==> src/rtl/mlb_defs.svh <==
// Constants for the microcontroller local bus port
`ifndef MLB_DEFS_SVH
`define MLB_DEFS_SVH
`define MLB_DATA_W       8
`define MLB_ADDR_W       7
`define MLB_SEL_BIT      7
`define MLB_SEL_INTERNAL 1'h0
`define MLB_ADDR_RST     7'h00
`define MLB_DATA_RST     8'h00
`define MLB_STYLE_LE     1'h0
// Pin synchroniser reset: strap open, latch low, strobes idle high, bus clear
`define MLB_SYNC_RST     12'hB00
// Last settling count, reached once the synchronisers hold real pin levels
`define MLB_SETTLE_LAST  2'h2
`endif

==> src/rtl/mlb_pkg.sv <==
// Types for the microcontroller local bus port
`default_nettype none
package mlb_pkg;
	// Internal register access request
	typedef struct packed {
		logic       wr;
		logic       rd;
		logic [6:0] addr;
		logic [7:0] wdata;
	} mlb_req_t;
	// Bus phase states
	typedef enum logic [2:0] {
		MLB_IDLE  = 3'h1,
		MLB_WRITE = 3'h2,
		MLB_READ  = 3'h4
	} mlb_state_t;
endpackage
`default_nettype wire

==> src/rtl/mlb_port.sv <==
// Multiplexed address/data bus port toward the internal registers
// Functional notes
// - One shared 8-bit tri-state bus carries address then data.
// - Latch-enable style: address captured at falling edge of latch enable.
// - Address-strobe style: address captured at rising edge of address strobe.
// - Access selects internal registers only when latched top bit is zero.
// - Latch-enable style: write strobe writes register, read strobe drives bus.
// - Address-strobe style: data strobe low, direction low writes, high reads.
// - Pulled-up strap sampled: grounded latch-enable style, open address-strobe style.
`timescale 1ns/100ps
`default_nettype none
`include "mlb_defs.svh"

module mlb_port (
	input  wire logic                   CORE_CLK,
	input  wire logic                   RST,
	input  wire logic                   CE,
	input  wire logic                   CONFIG_STRAP,
	input  wire logic                   ALE_AS,
	input  wire logic                   RD_DS,
	input  wire logic                   WR_RW,
	input  wire logic [7:0]             AD_IN,
	output logic      [7:0]             AD_OUT,
	output logic                        AD_OE_N,
	output mlb_pkg::mlb_req_t           REQ,
	input  wire logic [7:0]             REG_RDATA
);
	// Two-stage synchronisers on all pin inputs
	logic [11:0] sync1;
	logic [11:0] sync2;
	// Settling count while the synchronisers fill after reset
	logic [1:0]  settle;
	logic        strap_taken;
	logic        strap_style;
	// Address latch state
	logic        ale_q;
	logic [6:0]  addr;
	logic        addr_sel;
	// Request and read drive state
	logic        rd_q;
	logic [7:0]  rdata;
	mlb_pkg::mlb_state_t state;
	mlb_pkg::mlb_state_t next_state;

	// Pins sampled twice before any logic reads them
	always_ff @(posedge CORE_CLK) begin
		if (RST) begin
			sync1 <= `MLB_SYNC_RST;
			sync2 <= `MLB_SYNC_RST;
		end else if (CE) begin
			sync1 <= {CONFIG_STRAP, ALE_AS, RD_DS, WR_RW, AD_IN};
			sync2 <= sync1;
		end
	end

	wire       s_strap = sync2[11];
	wire       s_ale   = sync2[10];
	wire       s_rd    = sync2[9];
	wire       s_wr    = sync2[8];
	wire [7:0] s_ad    = sync2[7:0];

	// Strap taken once the synchronisers hold pin levels, not their reset values
	// Taking it earlier would read the reset pattern and pick the wrong style
	always_ff @(posedge CORE_CLK) begin
		if (RST) begin
			settle      <= 2'h0;
			strap_taken <= 1'h0;
			strap_style <= `MLB_STYLE_LE;
		end else if (CE) begin
			if (settle != `MLB_SETTLE_LAST) begin
				settle <= settle + 2'h1;
			end else if (!strap_taken) begin
				strap_taken <= 1'h1;
				strap_style <= s_strap;
			end
		end
	end
	// Selected bus style, fixed until the next reset
	wire style_le = (strap_style == `MLB_STYLE_LE);

	// Address capture edge per bus style, held off until the style is known
	// The latch follower settles meanwhile, so no false edge follows reset
	wire ale_fall = ale_q && !s_ale;
	wire as_rise  = !ale_q && s_ale;
	wire capture  = strap_taken && (style_le ? ale_fall : as_rise);

	// Latch follower and address register
	always_ff @(posedge CORE_CLK) begin
		if (RST) begin
			ale_q    <= 1'h0;
			addr     <= `MLB_ADDR_RST;
			addr_sel <= 1'h0;
		end else if (CE) begin
			ale_q <= s_ale;
			if (capture) begin
				addr     <= s_ad[6:0];
				addr_sel <= (s_ad[`MLB_SEL_BIT] == `MLB_SEL_INTERNAL);
			end
		end
	end

	// Strobe qualification per style, suppressed on the capture cycle
	wire wr_act = style_le ? !s_wr : (!s_rd && !s_wr);
	wire rd_act = style_le ? !s_rd : (!s_rd && s_wr);
	wire wr_q   = wr_act && addr_sel && !capture;
	wire rd_qq  = rd_act && addr_sel && !capture;

	// One write pulse per strobe, read held while strobe lasts
	always_comb begin
		next_state = mlb_pkg::MLB_IDLE;
		case (state)
			mlb_pkg::MLB_IDLE: begin
				if (wr_q)
					next_state = mlb_pkg::MLB_WRITE;
				else if (rd_qq)
					next_state = mlb_pkg::MLB_READ;
			end
			mlb_pkg::MLB_WRITE: next_state = wr_act ? mlb_pkg::MLB_WRITE : mlb_pkg::MLB_IDLE;
			mlb_pkg::MLB_READ:  next_state = rd_qq ? mlb_pkg::MLB_READ : mlb_pkg::MLB_IDLE;
			default:            next_state = mlb_pkg::MLB_IDLE;
		endcase
	end

	// Request pulses, write data and read data registers
	always_ff @(posedge CORE_CLK) begin
		if (RST) begin
			state <= mlb_pkg::MLB_IDLE;
			REQ   <= '0;
			rd_q  <= 1'h0;
			rdata <= `MLB_DATA_RST;
		end else if (CE) begin
			state     <= next_state;
			REQ.addr  <= addr;
			REQ.wdata <= s_ad;
			REQ.wr    <= (state == mlb_pkg::MLB_IDLE) && wr_q;
			REQ.rd    <= (state == mlb_pkg::MLB_IDLE) && rd_qq;
			rd_q      <= (next_state == mlb_pkg::MLB_READ);
			rdata     <= REG_RDATA;
		end
	end

	// Bus drive, enable low while driving
	assign AD_OUT  = rdata;
	assign AD_OE_N = !rd_q;
endmodule
`default_nettype wire

==> config.mk <==
export PLATFORM = sky130hd
export DESIGN_NAME = mlb_port
export DESIGN_NICKNAME = d
export VERILOG_FILES = /design/src/rtl/mlb_pkg.sv /design/src/rtl/mlb_port.sv
export VERILOG_INCLUDE_DIRS = /design/src /design/src/rtl
export SDC_FILE = /design/constraint.sdc
export NUM_CORES = 1
export LEC_CHECK = 0
export BUFFER_PORTS_ARGS = -buffer_cell sky130_fd_sc_hd__clkbuf_2
export CAP_MARGIN = 20
export CORE_UTILIZATION = 54
export DETAILED_ROUTE_END_ITERATION = 6
export PLACE_DENSITY = 0.74
export SKIP_CTS_REPAIR_TIMING = 1
export SLEW_MARGIN = 20
export SYNTH_ARGS = -nofsm -noshare
export SYNTH_HDL_FRONTEND = slang
export SYNTH_SLANG_ARGS = --single-unit
==> constraint.sdc <==
create_clock -name CORE_CLK -period 2.3 [get_ports CORE_CLK]
set_clock_uncertainty 0.15 [all_clocks]
set_input_delay 0 -clock CORE_CLK [delete_from_list [all_inputs] [get_ports CORE_CLK]]
set_output_delay 0 -clock CORE_CLK [all_outputs]
set_load 0.01 [all_outputs]
Word level (Yosys, flattened, before mapping)
Cells that the tools add are included.

cells by class
  $add $sub $neg = 1
  multipliers = 0
  div/mod/pow operators = 0
  $lt $le $gt $ge = 0
  equal/unequal tests = 5
  shift-type cells = 0
  multiplexer cells = 7
  bitwise gates (word level) = 3
  reduce and logical (&&, ||, !) cells = 21

operator list
  cell                                                              number
  1-bit logical AND                                                 11
  3-bit one-hot mux with 3 select lines                             1
  3-bit == test (second input constant)                             2
  1-bit logical NOT                                                 6
  3-bit 2-to-1 mux                                                  2
  2-bit AND reduction                                               3
  3-bit by 1-bit == test with 1-bit output (second input constant)  1
  3-bit by 2-bit == test with 1-bit output (second input constant)  1
  1-bit 2-to-1 mux                                                  3
  1-bit inverter                                                    3
  3-bit AND reduction                                               1
  2-bit by 1-bit adder with 2-bit output (second input constant)    1
  2-bit 2-to-1 mux                                                  1
  2-bit inequality test (second input constant)                     1

word-level totals
  bits in registers = 66
  latch bits = 0
  RAM bits = 0
  ROM bits = 0
  bits of input ports = 23
  output and inout bits = 26
  logic and storage cells = 52
  memories kept = 0

Longest topological paths before layout
Gate-level depths: netlist (run 1).

  word-level depth = 10
  gate-level depth with buffers = 6

Worst setup path after synthesis (run 1)
OpenSTA, ideal clock, no wires.

  path type = register to register
  start = reg strap_style
  end = reg REQ[15] in the netlist's numbering
  library setup time = 0.084 ns
  arrival = 1.342 ns
  data required time = 2.066 ns
  path slack = 0.724 ns
  stages on the path, launching flop included = 4
  clock period less this slack = 1.576 ns
  cells stage by stage = dfxtp_1 > and4bb_1 > or4b_4 > o31ai_2

on the way
  longest elaborated chain between the ends = 5
  elaborated cells between the ends (all ways) = 7
  those cells by class = mux: 2; reduce/logical: 5

RTL lines
  item                      line             RTL
  start: declaration        mlb_port.sv:34   logic strap_style;
  start signal: assignment  mlb_port.sv:68   strap_style <= `MLB_STYLE_LE;
  start signal: assignment  mlb_port.sv:74   strap_style <= s_strap;
  1-bit 2-to-1 mux          mlb_port.sv:85   wire capture = strap_taken && (style_le ? ale_fall : as_rise);
  1-bit logical AND         mlb_port.sv:85
  1-bit logical NOT         mlb_port.sv:106  wire rd_qq = rd_act && addr_sel && !capture;
  1-bit logical AND *       mlb_port.sv:106
  1-bit logical AND *       mlb_port.sv:136  REQ.rd <= (state == mlb_pkg::MLB_IDLE) && rd_qq;
  end: declaration          mlb_port.sv:25   output mlb_pkg::mlb_req_t REQ,

Mark *: on every way between the ends. The rest lies on a longest branch, timed or not.
A chain may end at the register's enable or synchronous reset.

Final worst setup path (run 1)
  start = reg strap_style
  end = reg addr[3]

on the way
  longest elaborated chain between the ends = 3

RTL lines
  item                                  line            RTL
  1-bit 2-to-1 mux                      mlb_port.sv:85
  1-bit logical AND                     mlb_port.sv:85
  2-bit AND reduction (no source line)  n/a
  end signal: assignment                mlb_port.sv:91  addr <= `MLB_ADDR_RST;
  end signal: assignment                mlb_port.sv:96  addr <= s_ad[6:0];
  end: declaration                      mlb_port.sv:37  logic [6:0] addr;

Every way passes these cells.

==> results.sh, run 1 <==
export IMPL_place_inst=329
export IMPL_antenna_found_initial=0
export IMPL_crit_path_max_incr_delay_ns=0.49
export IMPL_worstMarginPinSlew_ns=0.619
export IMPL_path_cells="and4bb_1 > o21ai_2 > mux2i_1 > nor2_1"
export IMPL_yosys_top_cells_area="dfxtp_1 54%, mux2i_1 20%, nor2_1 8.5%, nor2b_1 2.5%, a211o_1 2.1%"
export IMPL_yosys_area_share_simple=0.162
export IMPL_syn_num_nets=264
export IMPL_dp_hpwl_mm=2.68
export IMPL_async_reset_ff_frac=0
export IMPL_vias=1839
export IMPL_synth_compound_area_frac=0.0639
export IMPL_required_ns=2.36
export IMPL_grt_usage=0.185
export IMPL_fmax_mhz=577
export IMPL_clock_latency_ns=0.34
export IMPL_place_congestion=0.774
export IMPL_synth_ff_type="dfxtp_1"
export IMPL_hold_violations=2
export IMPL_drv_cap=0
export IMPL_synth_area_per_cell_sq_um=10.3
export IMPL_fillers=358
export IMPL_yosys_area_top_type="dfxtp_1"
export IMPL_area_growth_pct=26.8
export IMPL_grt_pass1_vias=1612
export IMPL_drv_slew=0
export IMPL_grt_max_degree=64
export IMPL_ir_worst_vdd_uv=401
export IMPL_crit_path_start_kind="flip-flop"
export IMPL_min_period_ns=1.73
export IMPL_synthAdderAreaFrac=0.00507
export IMPL_instances_no_fill=365
export IMPL_syn_area_sq_mm=0.00247
export IMPL_drive_gt1_frac=0.217
export IMPL_fp_row_count=24
export IMPL_period_share=0.753
export IMPL_core_sq_mm=0.00438
export IMPL_path_clk_slew_ns=0.07
export IMPL_crit_type="reg -> reg"
export IMPL_synth_most_common_cell="dfxtp_1"
export IMPL_clk_path_buf_depth=2
export IMPL_setup_viol=0
export IMPL_total_power_w=0.00233
export IMPL_synth_common_cells="66 x dfxtp_1, 56 x nor2_1, 50 x mux2i_1"
export IMPL_cts_sinks=66
export IMPL_synth_top_family_by_area="multiplexers"
export IMPL_whs_ns=-0.0156
export IMPL_relSlewSlack=0.588
export IMPL_yosysUniqueCellTypes=29
export IMPL_port_buffers=48
export IMPL_ioPinCount=49
export IMPL_start_util=0.563
export IMPL_rsz0062_at_grt="false"
export IMPL_power_leakage_nw=1.49
export IMPL_cts_tree="done"
export IMPL_finish_net_count=333
export IMPL_dieWidth_microns=69.6
export IMPL_yosysSeqAreaShare=0.535
export IMPL_worstHoldPathType="in -> reg"
export IMPL_end_kind="flip-flop"
export IMPL_die_h_microns=69.6
export IMPL_powerDensity_mw_per_mm2=744
export IMPL_cp_max_fo=9
export IMPL_ys_ff_latch=66
export IMPL_fin_tns_setup_ns=0
export IMPL_synth_top_area_frac=0.535
export IMPL_wl_per_cell_microns=12.0
export IMPL_grt_pass1_wl_mm=6.96
export IMPL_yosys_area_share_xor_xnor=0.00355
export IMPL_cts_htree_levels=3
export IMPL_status="finished with violations"
export IMPL_dr_first_iter_drc_count=95
export IMPL_ys_warn_count=0
export IMPL_crit_slowest_cell="o21ai_2"
export IMPL_n_antenna_cell=0
export IMPL_first_pass_iters=4
export IMPL_arrival_ns=1.79
export IMPL_drc_errors=0
export IMPL_drtAntennaViolNets=0
export IMPL_muxShareOfSynthArea=0.203
export IMPL_root_buffer="clkbuf_8"
export IMPL_synth_edf_count=0
export IMPL_violations="negative hold slack"
export IMPL_utilization=0.714
export IMPL_die_area_sq_mm=0.00485
export IMPL_postSynthCellCount=240
export IMPL_overflow=0
export IMPL_numCtsBuffers=9
export IMPL_routed_via_density=5.04
export IMPL_routed_wirelength_mm=4.38
## metrics by stage
| step | hold WS, ns | setup WS (ns) | area, sq um |
|---|---|---|---|
| 2_1_floorplan | -0.0276 | 0.724 | 2470 |
| 3_3_place_gp | 0.0573 | 0.609 | 2740 |
| 3_5_place_dp | 0.0689 | 0.559 | 2740 |
| 4_1_cts | -0.293 | 0.545 | 2920 |
| 5_1_grt | 0.0242 | 0.441 | 3130 |
| 6_report | -0.0156 | 0.567 | 3130 |
## placed cells by master (no fill, tap or decap), drive strengths merged, types with 3 or more instances in the layout
| master | instances |
|---|---|
| a21o | 3 |
| nor3 | 3 |
| nand2 | 3 |
| a211o | 6 |
| dfxtp | 66 |
| nor2b | 10 |
| clkbuf | 59 |
| a21oi | 4 |
| nor2 | 56 |
| dlygate4sd3 | 21 |
| buf | 4 |
| mux2i | 50 |
| nand2b | 5 |
## power breakdown
group          switching [W]  internal, W
logic              0.0000917     0.000104
clock network       0.000404     0.000521
registers          0.0000256      0.00118
## layout make-up
cell class	count	area, sq um	share of cell area
clock buffers	12	145	0.0464
well taps	52	65.1	0.0208
clock inverters	3	40.0	0.0128
repair buffers	72	473	0.151
flip-flops and latches	66	1320	0.422
inverters	2	7.51	0.00240
multi-input cells	158	1080	0.345
## cells by family (layout without fill, tap and decap cells)
logic type,count (synthesis),count (layout)
AND/OR/NAND/NOR,85,85
flip-flops,66,66
multiplexers,50,50
AO/OA/AOI/OAI,21,21
buffers and inverters,16,89
adder cells (fa/ha/maj),1,1
XOR/XNOR,1,1
## final timing paths
| kind | from | endpoint | slack (ns) | depth (start not counted) |
|---|---|---|---|---|
| max | strap_style | addr[3] | 0.57 | 4 |
| min reg2reg | rd_q | rd_q | 0.31 | 1 |
| min | RST | state[0] | -0.02 | 4 |
| max reg2reg | strap_style | addr[3] | 0.57 | 4 |
## critical path: cells and delay by family, from the launching register on
| kind | cells | cell delay, ns |
|---|---|---|
| AND/OR/NAND/NOR | 2 | 0.31 |
| flip-flops | 1 | 0.39 |
| multiplexers | 1 | 0.26 |
| AO/OA/AOI/OAI | 1 | 0.49 |
## registers in the layout (all words and copies together), names as in the netlist, 2 cells and up
signal and count:
REQ 17, settle 2, sync1 12, sync2 12, state 3, addr 7
AD_OUT 8
## routing by layer
layer	GRT usage	wire length, microns	part of all wire
met4	0.140	132	0.030
met3	0.0436	131	0.030
met5	0	0	0
met1	0.215	2050	0.47
met2	0.293	2070	0.47
(Power assumes the default switching activity.)
==> run 2: changes to the inputs <==
Settings changed: ABC_AREA from default to 1, CORE_UTILIZATION 54 to 48, PLACE_DENSITY 0.74 to 0.7.
Clock period 2.3 ns to 1.5 ns, I/O delays scaled along.
==> results.sh, run 2 <==
export IMPL_root_buffer="clkbuf_8"
export IMPL_routed_via_density=4.76
export IMPL_ys_warn_count=0
export IMPL_core_sq_mm=0.00485
export IMPL_fp_row_count=25
export IMPL_arrival_ns=1.41
export IMPL_die_h_microns=73.7
export IMPL_wl_per_cell_microns=11.0
export IMPL_numCtsBuffers=9
export IMPL_cp_max_fo=48
export IMPL_yosys_top_cells_area="dfxtp_1 54%, nor2_1 10%, o21ai_0 9.9%, a21oi_1 5.9%, nand2_1 3.8%"
export IMPL_async_reset_ff_frac=0
export IMPL_yosysSeqAreaShare=0.536
export IMPL_relSlewSlack=0.768
export IMPL_drc_errors=0
export IMPL_synth_area_per_cell_sq_um=7.98
export IMPL_drv_slew=0
export IMPL_grt_pass1_vias=1806
export IMPL_crit_path_start_kind="primary input"
export IMPL_syn_area_sq_mm=0.00247
export IMPL_area_growth_pct=28.4
export IMPL_synth_top_area_frac=0.536
export IMPL_grt_max_degree=49
export IMPL_port_buffers=48
export IMPL_cts_tree="done"
export IMPL_drv_cap=0
export IMPL_end_kind="flip-flop"
export IMPL_multi_input_area_sq_um=946
export IMPL_fin_area_sq_mm=0.00317
export IMPL_worstMarginPinSlew_ns=0.349
export IMPL_antenna_found_initial=0
export IMPL_dieWidth_microns=73.7
export IMPL_ir_worst_vdd_uv=870
export IMPL_grt_pass1_wl_mm=7.91
export IMPL_r2r_slack_ns=0.21
export IMPL_crit_type="in -> reg"
export IMPL_first_pass_iters=4
export IMPL_largest_reg_flops=17
export IMPL_period_share=0.870
export IMPL_layout_area_seq_sq_mm=0.00132
export IMPL_overflow=0
export IMPL_cts_sinks=66
export IMPL_finish_net_count=400
export IMPL_yosys_area_top_type="dfxtp_1"
export IMPL_ys_ff_latch=66
export IMPL_yosysUniqueCellTypes=24
export IMPL_dp_hpwl_mm=3.18
export IMPL_hold_violations=0
export IMPL_synth_ff_type="dfxtp_1"
export IMPL_fillers=422
export IMPL_setup_viol=0
export IMPL_fmax_mhz=766
export IMPL_postSynthCellCount=309
export IMPL_powerDensity_mw_per_mm2=1240
export IMPL_ioPinCount=49
export IMPL_clock_latency_ns=0.33
export IMPL_n_antenna_cell=0
export IMPL_drive_gt1_frac=0.215
export IMPL_place_congestion=0.762
export IMPL_synth_edf_count=0
export IMPL_fin_tns_setup_ns=0
export IMPL_start_util=0.509
export IMPL_final_cell_mix="66 x dfxtp_1, 66 x nor2_1, 49 x o21ai_0, 48 x clkbuf_2, 29 x a21oi_1"
export IMPL_synth_common_cells="66 x dfxtp_1, 66 x nor2_1, 49 x o21ai_0"
export IMPL_path_clk_slew_ns=0.07
export IMPL_min_period_ns=1.31
export IMPL_whs_ns=0.00105
export IMPL_clk_path_buf_depth=2
export IMPL_dr_first_iter_drc_count=96
export IMPL_routed_wirelength_mm=4.93
export IMPL_status="finished, final reports clean"
export IMPL_place_inst=411
export IMPL_power_leakage_nw=1.37
export IMPL_drtAntennaViolNets=0
export IMPL_reg_top3="REQ: 17 flops, sync1: 12 flops, sync2: 12 flops"
export IMPL_required_ns=1.61
export IMPL_syn_num_nets=333
export IMPL_rsz0062_at_grt="false"
export IMPL_grt_usage=0.191
export IMPL_top_register="REQ"
export IMPL_vias=2134
export IMPL_place_area_sq_mm=0.00274
export IMPL_worstHoldPathType="in -> reg"
export IMPL_cts_htree_levels=3
export IMPL_instances_no_fill=448
export IMPL_die_area_sq_mm=0.00543
-- run 2: changes by cell type in the layout (fill, tap and decap cells not counted), moves of 17 or more --
cell     delta
a21oi_1    +25
inv_1      +17
mux2i_1    -50
nand2_1    +22
o21ai_0    +48
-- run 2: power breakdown --
group          total (W)  leakage (nW)  internal, W  switching [W]
registers        0.00192         0.544      0.00186      0.0000581
logic           0.000407         0.729     0.000181       0.000227
clock network    0.00159        0.0987     0.000938       0.000650
total            0.00391          1.37      0.00298       0.000935
-- run 2: worst paths after layout --
check              startpoint  cells after the start         to
setup / recovery          RST                      6    addr[0]
hold / removal             CE                      3  sync2[11]
setup reg to reg  strap_style                      6    addr[0]
hold reg to reg       addr[5]                      2    addr[5]
-- run 2: layer usage --
layer | share of wire | GRT usage
met1 | 0.49 | 0.257
met2 | 0.47 | 0.287
met3 | 0.032 | 0.0412
met4 | 0.014 | 0.0962
met5 | 0 | 0
-- run 2: cells by family after synthesis --
kind of cell | synth area share
buf+inv | 0.0807
flops | 0.536
compound gates | 0.173
simple gates | 0.202
xor+xnor | 0.00355
fa+ha+maj | 0.00507
-- run 2: per-stage QoR --
step / setup WS (ns) / utilization / power, W
6_report: 0.195 / 0.653 / 0.00391
5_1_grt: 0.0166 / 0.653 / 0.00411
4_1_cts: 0.188 / 0.610 / 0.00391
3_5_place_dp: 0.205 / 0.565 / 0.00232
3_3_place_gp: 0.278 / 0.565 / 0.00231
2_1_floorplan: 0.330 / - / 0.00220
-- run 2: worst max-delay path, stage by stage --
cell and delay [ns]:
dlygate4sd3_1 0.53, clkbuf_2 0.18, inv_2 0.20, buf_12 0.23, o21ai_0 0.12, a21oi_1 0.14
-- run 2: layout make-up --
class / count / share of cell area
Clock buffer: 10 / 0.0403
Clock inverter: 6 / 0.0288
Inverter: 23 / 0.0281
Multi-Input combinational cell: 201 / 0.299
Sequential cell: 66 / 0.417
Tap cell: 67 / 0.0265
Timing Repair Buffer: 75 / 0.160
==> run 3: changes to the inputs <==
Settings changed: CTS_CLUSTER_SIZE from default to 14, PLACE_DENSITY 0.7 to 0.72.
==> results.sh, run 3 (synthesis gave the netlist of run 2 again) <==
export IMPL_status="finished with violations"
export IMPL_violations="negative hold slack"
export IMPL_pre_cts_slack_ns=0.209
export IMPL_min_to="state[0]"
export IMPL_grt_pass1_vias=1843
export IMPL_period_share=0.869
export IMPL_setup_viol=0
export IMPL_reg_top3="REQ: 17 flops, sync1: 12 flops, sync2: 12 flops"
export IMPL_rsz0062_at_grt="false"
export IMPL_ioPinCount=49
export IMPL_grt_max_degree=59
export IMPL_relSlewSlack=0.771
export IMPL_largest_reg_flops=17
export IMPL_worstMarginPinSlew_ns=0.343
export IMPL_end_kind="flip-flop"
export IMPL_crit_path_start_kind="flip-flop"
export IMPL_root_buffer="clkbuf_8"
export IMPL_grt_pass1_wl_mm=7.82
export IMPL_whs_ns=-0.0323
export IMPL_r2r_end="addr[6]"
export IMPL_vias=2166
export IMPL_clk_path_buf_depth=2
export IMPL_drc_errors=0
export IMPL_reg2reg_depth=6
export IMPL_core_sq_mm=0.00485
export IMPL_min_period_ns=1.30
export IMPL_grt_usage=0.187
export IMPL_layout_area_seq_sq_mm=0.00132
export IMPL_die_h_microns=73.7
export IMPL_power_leakage_nw=1.37
export IMPL_fp_row_count=25
export IMPL_drive_gt1_frac=0.208
export IMPL_drv_cap=0
export IMPL_cts_sinks=66
export IMPL_final_cell_mix="66 x dfxtp_1, 66 x nor2_1, 49 x o21ai_0, 48 x clkbuf_2, 29 x a21oi_1"
export IMPL_r2r_slack_ns=0.20
export IMPL_numCtsBuffers=9
export IMPL_fillers=434
export IMPL_hold_path_depth=4
export IMPL_dieWidth_microns=73.7
export IMPL_path_clk_slew_ns=0.07
export IMPL_worstHoldPathType="in -> reg"
export IMPL_required_ns=1.55
export IMPL_place_congestion=0.790
export IMPL_die_area_sq_mm=0.00543
export IMPL_clock_latency_ns=0.32
export IMPL_powerDensity_mw_per_mm2=1120
export IMPL_layout_setup_ws_ns=0.196
export IMPL_regToRegStartpoint="strap_style"
export IMPL_routed_via_density=4.80
export IMPL_drv_slew=0
export IMPL_wl_per_cell_microns=11.2
export IMPL_antenna_found_initial=0
export IMPL_ir_worst_vdd_uv=650
export IMPL_dr_first_iter_drc_count=149
export IMPL_arrival_ns=1.35
export IMPL_routed_wirelength_mm=5.06
export IMPL_port_buffers=48
export IMPL_n_antenna_cell=0
export IMPL_start_util=0.509
export IMPL_worstHoldStart="CE"
export IMPL_area_growth_pct=28.1
export IMPL_crit_type="reg -> reg"
export IMPL_dp_hpwl_mm=2.97
export IMPL_first_pass_iters=5
export IMPL_fin_tns_setup_ns=0
export IMPL_fmax_mhz=767
export IMPL_multi_input_area_sq_um=946
export IMPL_cp_max_fo=16
export IMPL_cts_htree_levels=3
export IMPL_finish_net_count=405
export IMPL_cts_tree="done"
export IMPL_overflow=0
export IMPL_top_register="REQ"
export IMPL_hold_violations=1
export IMPL_drtAntennaViolNets=0
## run 3: cell types whose count changed in the layout (fill, tap and decap cells not counted)
| cell | change |
|---|---|
| clkbuf_1 | -1 |
| clkinv_2 | +4 |
| bufinv_16 | -2 |
| clkbuf_8 | +1 |
| clkinvlp_4 | -3 |
| buf_4 | -1 |
| clkinv_4 | -1 |
| dlygate4sd3_1 | +6 |
## run 3: cell type report
cell class | count | area share
clock buffers | 10 | 0.0436
clock inverters | 4 | 0.00634
inverters | 23 | 0.0281
multi-input cells | 201 | 0.300
flip-flops and latches | 66 | 0.418
well taps | 67 | 0.0265
repair buffers | 80 | 0.177
## run 3: worst max path at each step
stage	slack, ns	from	endpoint	depth (start not counted)
CTS	0.20	strap_style	addr[6]	6
finish	0.20	strap_style	addr[6]	6
global placement	0.28	sync2[10]	addr[3]	5
floorplan	0.33	strap_style	addr[4]	7
global route	0.06	state[0]	rd_q	8
detailed placement	0.21	strap_style	addr[6]	6
## run 3: routing by layer
layer,share of wire,global-route usage,up-vias
li1,-,-,1153
met1,0.50,0.250,964
met2,0.46,0.283,43
met3,0.031,0.0370,6
met4,0.010,0.103,0
met5,0,0,-
## run 3: worst max-delay path: stages (launching register included)
cell     delay (ns)
dfxtp_1        0.34
inv_2          0.07
nand2_2        0.05
nand2_2        0.09
nand4_4        0.20
o21ai_0        0.23
a21oi_1        0.06
## run 3: stage by stage
stage                      util  instance area [sq um]  instances  power [W]
after CTS                 0.596                   2890        424    0.00352
final                     0.651                   3160        451    0.00355
after global routing      0.651                   3160        451    0.00373
after detailed placement  0.563                   2730        410    0.00231
after global placement    0.563                   2730        410    0.00230
after floorplan               -                   2470        309    0.00220
## run 3: where the power goes
group | total [W] | switching (W) | internal, W
registers | 0.00192 | 0.0000590 | 0.00186
logic | 0.000418 | 0.000229 | 0.000189
clock network | 0.00122 | 0.000601 | 0.000614
